`config.mk`:
```
export PLATFORM = sky130hd
export DESIGN_NAME = osc32k_irq_enable_clear
export DESIGN_NICKNAME = d
export VERILOG_FILES = /design/src/osc32k_irq_pkg.sv /design/src/osc32k_apb_decode.sv /design/src/osc32k_irq_enable_clear.sv
export SDC_FILE = /design/constraint.sdc
export NUM_CORES = 1
export LEC_CHECK = 0
export ABC_CLOCK_PERIOD_IN_PS = 1800
export BUFFER_PORTS_ARGS = -buffer_cell sky130_fd_sc_hd__buf_4
export CAP_MARGIN = 10
export CORE_MARGIN = 2
export CORE_UTILIZATION = 32
export CTS_CLUSTER_DIAMETER = 200
export DETAILED_ROUTE_END_ITERATION = 16
export PLACE_DENSITY = 0.83
export SYNTH_ARGS = -nofsm -noshare
export SYNTH_HDL_FRONTEND = slang
export SYNTH_SLANG_ARGS = --single-unit
export TNS_END_PERCENT = 5
```
`constraint.sdc`:
```
create_clock -name pclk -period 1.8 [get_ports pclk]
set_clock_uncertainty 0.15 [all_clocks]
set_input_delay 0.45 -clock pclk [delete_from_list [all_inputs] [get_ports pclk]]
set_output_delay 0.45 -clock pclk [all_outputs]
set_load 0.005 [all_outputs]
```
`src/osc32k_irq_pkg.sv`:
```
package osc32k_irq_pkg;
  localparam logic [11:0] irq_enable_clear_off = 12'h000;
  localparam logic [11:0] irq_enable_set_off = 12'h004;
  localparam logic [11:0] irq_flag_off = 12'h008;
  localparam int osc_ready_bit = 0;
  localparam int clock_failure_bit = 2;
  localparam logic [2:0] enable_mask = 3'h5;
  localparam logic [2:0] enable_reset = 3'h0;
  localparam logic [2:0] flag_reset = 3'h0;
endpackage

```
`src/osc32k_apb_decode.sv`:
```
module osc32k_apb_decode (
  input wire logic [11:0] paddr,
  input wire logic psel,
  input wire logic penable,
  input wire logic pwrite,
  output logic wr_clear,
  output logic wr_set,
  output logic wr_flag,
  output logic mapped
);
  logic wr;
  assign wr = psel & penable & pwrite;
  assign wr_clear = wr & (paddr == osc32k_irq_pkg::irq_enable_clear_off);
  assign wr_set = wr & (paddr == osc32k_irq_pkg::irq_enable_set_off);
  assign wr_flag = wr & (paddr == osc32k_irq_pkg::irq_flag_off);
  assign mapped = (paddr == osc32k_irq_pkg::irq_enable_clear_off) |
                  (paddr == osc32k_irq_pkg::irq_enable_set_off) |
                  (paddr == osc32k_irq_pkg::irq_flag_off);
endmodule

```
`src/osc32k_irq_enable_clear.sv`:
```
module osc32k_irq_enable_clear (
  input wire logic pclk,
  input wire logic presetn,
  input wire logic [11:0] paddr,
  input wire logic psel,
  input wire logic penable,
  input wire logic pwrite,
  input wire logic [31:0] pwdata,
  output logic [31:0] prdata,
  output logic pready,
  output logic pslverr,
  input wire logic clock_failure_event,
  input wire logic osc_ready_event,
  output logic irq
);
  logic [2:0] enable_reg, enable_next;
  logic [2:0] flag_reg, flag_next;
  logic [31:0] prdata_reg, prdata_next;
  logic [2:0] event_vec;
  logic wr_clear, wr_set, wr_flag, mapped;
  logic rd_setup;
  logic [2:0] pending;

  // one place decides which offsets show the shared enable store
  function automatic logic shows_enables(input logic [11:0] addr);
    return (addr == osc32k_irq_pkg::irq_enable_clear_off) ||
           (addr == osc32k_irq_pkg::irq_enable_set_off);
  endfunction

  function automatic logic shows_flags(input logic [11:0] addr);
    return addr == osc32k_irq_pkg::irq_flag_off;
  endfunction

  // only the two enable positions can ever hold a one
  function automatic logic [2:0] live_bits(input logic [31:0] data);
    return data[2:0] & osc32k_irq_pkg::enable_mask;
  endfunction

  osc32k_apb_decode u_decode (
    .paddr(paddr),
    .psel(psel),
    .penable(penable),
    .pwrite(pwrite),
    .wr_clear(wr_clear),
    .wr_set(wr_set),
    .wr_flag(wr_flag),
    .mapped(mapped)
  );

  assign pready = 1'b1;
  assign pslverr = psel & penable & ~mapped;
  assign prdata = prdata_reg;
  assign rd_setup = psel & ~penable & ~pwrite;

  always_comb begin
    event_vec = 3'h0;
    event_vec[osc32k_irq_pkg::clock_failure_bit] = clock_failure_event;
    event_vec[osc32k_irq_pkg::osc_ready_bit] = osc_ready_event;
  end

  // one enable store serves both views; zeros in pwdata leave bits alone
  always_comb begin
    enable_next = enable_reg;
    if (wr_clear) begin
      enable_next = enable_reg & ~live_bits(pwdata);
    end
    if (wr_set) begin
      enable_next = enable_reg | live_bits(pwdata);
    end
  end

  // an event in the same cycle as its write-one clear wins
  always_comb begin
    flag_next = flag_reg;
    if (wr_flag) begin
      flag_next = flag_reg & ~live_bits(pwdata);
    end
    flag_next = flag_next | event_vec;
  end

  // read data registered during setup so it is stable for the access phase
  always_comb begin
    prdata_next = prdata_reg;
    if (rd_setup) begin
      prdata_next = 32'h00000000;
      if (shows_enables(paddr)) begin
        prdata_next[2:0] = enable_reg;
      end else if (shows_flags(paddr)) begin
        prdata_next[2:0] = flag_reg;
      end
    end
  end

  always_ff @(posedge pclk or negedge presetn) begin
    if (!presetn) begin
      enable_reg <= osc32k_irq_pkg::enable_reset;
    end else begin
      enable_reg <= enable_next;
    end
  end

  always_ff @(posedge pclk or negedge presetn) begin
    if (!presetn) begin
      flag_reg <= osc32k_irq_pkg::flag_reset;
    end else begin
      flag_reg <= flag_next;
    end
  end

  // read data stays zero after reset until the first read setup
  always_ff @(posedge pclk or negedge presetn) begin
    if (!presetn) begin
      prdata_reg <= 32'h00000000;
    end else begin
      prdata_reg <= prdata_next;
    end
  end

  // per-bit request, so a bit that can never be enabled cannot raise irq
  for (genvar gi = 0; gi < 3; gi++) begin : g_pending
    assign pending[gi] = enable_reg[gi] & flag_reg[gi];
  end

  assign irq = |pending;

  for (genvar gb = 0; gb < 3; gb++) begin : g_bit_checks
    if (osc32k_irq_pkg::enable_mask[gb]) begin : g_live

    end else begin : g_dead

    end
  end
endmodule

```
==> metrics.md <==
| Metric | Value |
|---|---|
| Status | `completed` |
| DRC viols | `0` |
| Layout cell share with drive strength beyond 1 | `34.69%` |
| Part of the power in registers | `39.9%` |
| All-Layer GR Usage | `10.53%` |
| Clk root buf | `clkbuf_4` |
| Nets@finish | `151` |
| Routability congestion estimate | `0.6557` |
| Clk slew on worst S/H paths | `40 ps` |
| Num rows | `15` |
| Crit path time final | `1783 ps` |
| Critical path arrival | `1180 ps` |
| Ports | `86` |
| Data required, critical path | `1200 ps` |
| Clock Sink Count | `6` |
| Yosys reg bits | `6` |
| Final Setup Violations | `0` |
| DRT iter0 DRCs | `2` |
| H-tree depth | `1` |
| CP Launch Type | `input port` |
| Synth cell types | `19` |
| RSZ-0062 raised after global routing | `false` |
| Critical path capture point type | `output port` |
| Clk_lat worst skew | `240 ps` |
| Via count | `505` |
| Crit path kind | `input port to output port` |
| Power density cells | `441.1 nW/µm²` |
| Die footprint | `2308 µm²` |
| Max Cap Viol | `0` |
| Vert. Die Dim | `48.04 µm` |
| Total CTS buffers | `3` |
| ANT cells | `0` |
| Power share of the combinational group | `24.7%` |
| Mapped cell area | `620.6 µm²` |
| Area delta synth->final | `24.19%` |
| Vias per cell | `4.106` |
| Port Buffers | `24` |
| Detailed Route WL | `1252 µm` |
| Final Hold Vio Count | `0` |
| Worst Path Max Fanout | `2` |
| Drt pass-1 iters | `3` |
| Drt wl/cell | `10.18 µm` |
| Psw | `0.00008878 W` |
| Warnings from Yosys | `0` |
| HP Class | `input port to register` |
| Post-Syn Area per Cell | `8.994 µm²` |
| Area after DPL | `723.2 µm²` |
| HPWL after DPL | `1103 µm` |
| Gr ovfl total | `0` |
| Finished Core Util | `43.23%` |
| Internal cell power | `0.0002512 W` |
| LEAKAGE | `0.3846 nW` |
| Initial antenna violation count | `0` |
| Pins Over Slew Limit | `0` |
| Maximum number of pins on one net before global-route repair | `7` |
| Final instance area | `770.7 µm²` |
| Post-route ant nets | `0` |
| CORE AREA | `1783 µm²` |
| First-pass GRT wire length | `1559 µm` |
| Peak supply drop | `0.2988 mV` |
| Fmax | `561.0 MHz` |
| Tcrit/Tclk final | `99.03%` |
| Seq/Total Area, Yosys | `24.19%` |
| Setup TNS | `0 ps` |
| Die extent in x | `48.04 µm` |
| CTS tree | `built` |
| Clock power frac | `35.4%` |
| Vias in the first global route | `400` |
| Post-synthesis cell count | `69` |
| Sw Ratio | `26.11%` |
| Max clock buf depth | `2` |
| Initial Util | `34.81%` |
-- synthesized netlist by cell type (all sizes together) --
master  count  area [µm²]
o31ai       2       15.01
mux2        2       22.52
nor3        1       5.000
nand2       4       15.01
nor2b       3       18.77
nor4b       1       8.760
or3b        1       8.760
and4        2       17.52
nand3       1       5.000
nor4        2       42.54
a21o        2       15.01
a22o        1       8.760
buf        31       232.7
dfrtp       6       150.1
a21oi       2       10.01
nor2        1       3.750
a41oi       1       8.760
nand4       4       25.02
conb        2       7.510
-- area by class of cell --
class                   instances  area [µm²]
fillers                       190        1012
clock buffers                   3       22.52
well taps                      25       31.28
multi-input cells              61       354.1
repair buffers                 28       212.7
flip-flops and latches          6       150.1
-- critical path, stage by stage --
cell,delay (ps)
buf_4,120
nor4_4,300
a41oi_2,150
buf_4,160
-- worst paths after layout --
| check | from | end | slack (ps) | depth (start not counted) |
|---|---|---|---|---|
| worst max-delay path | paddr[7] | pslverr | 20 | 4 |
| worst min-delay path | clock_failure_event | flag_reg[2] | 250 | 2 |
| worst max register to register | register | prdata[2] | 810 | 3 |
| worst min register to register | prdata[0] | prdata[0] | 330 | 2 |
| max in group asynchronous | presetn | async pin | 960 | 2 |
| min in group asynchronous | presetn | async pin | 420 | 2 |
-- stage by stage --
stage                     setup WS (ps)  hold WS [ps]  power [W]  std cells
after floorplan                   223.6         4.409  0.0002134         98
after CTS                         5.797         240.8  0.0003427        122
final                             17.49         245.5  0.0003400        123
after global placement            4.530         108.9  0.0002142        118
after detailed placement          5.797         110.2  0.0002162        118
after global routing              5.535         243.3  0.0003683        123
-- placed cells by master (no fill, tap or decap), types with 2 or more instances in the layout --
cell and n:
conb_1 31, buf_4 27, clkbuf_4 3, a21oi_1 2
mux2_1 2, nand4_1 4, dfrtp_1 6, nand2_1 4
a21o_1 2, o31ai_1 2, nor4_4 2, and4_1 2
nor2b_1 3
-- repair_timing --
item | CTS | global route
endpoints found under the setup margin | 0 | 1
hold buffers | 1 | 0
resized for setup | 0 | 1
endpoints found under the hold margin | 6 | 0
buffers inserted | 0 | 1
-- power groups by stage --
stage | sequential (W) | combinational, W | clock (W)
after detailed placement | 0.000137 | 0.0000787 | 0
after floorplan | 0.000137 | 0.0000759 | 0
after global placement | 0.000137 | 0.0000768 | 0
after CTS | 0.000135 | 0.0000808 | 0.000126
final | 0.000136 | 0.0000841 | 0.000120
after global routing | 0.000135 | 0.0000959 | 0.000137
-- metal layers --
metal	track usage, %	vias to the layer above	share of wire (%)
li1	-	240	-
met1	8.520	228	29
met2	20.00	35	59
met3	6.038	2	11
met4	4.865	0	0.96
met5	0	-	0
-- cell families (layout without fill, tap and decap cells) --
group                  Yosys count  count (layout)  synth area share, %
AO/OA/AOI/OAI                    8               8                9.273
buffers and inverters           31              31                37.50
flip-flops                       6               6                24.19
multiplexers                     2               2                3.629
other                            2              31                1.210
AND/OR/NAND/NOR                 20              20                24.19
(Power assumes the default switching activity.)
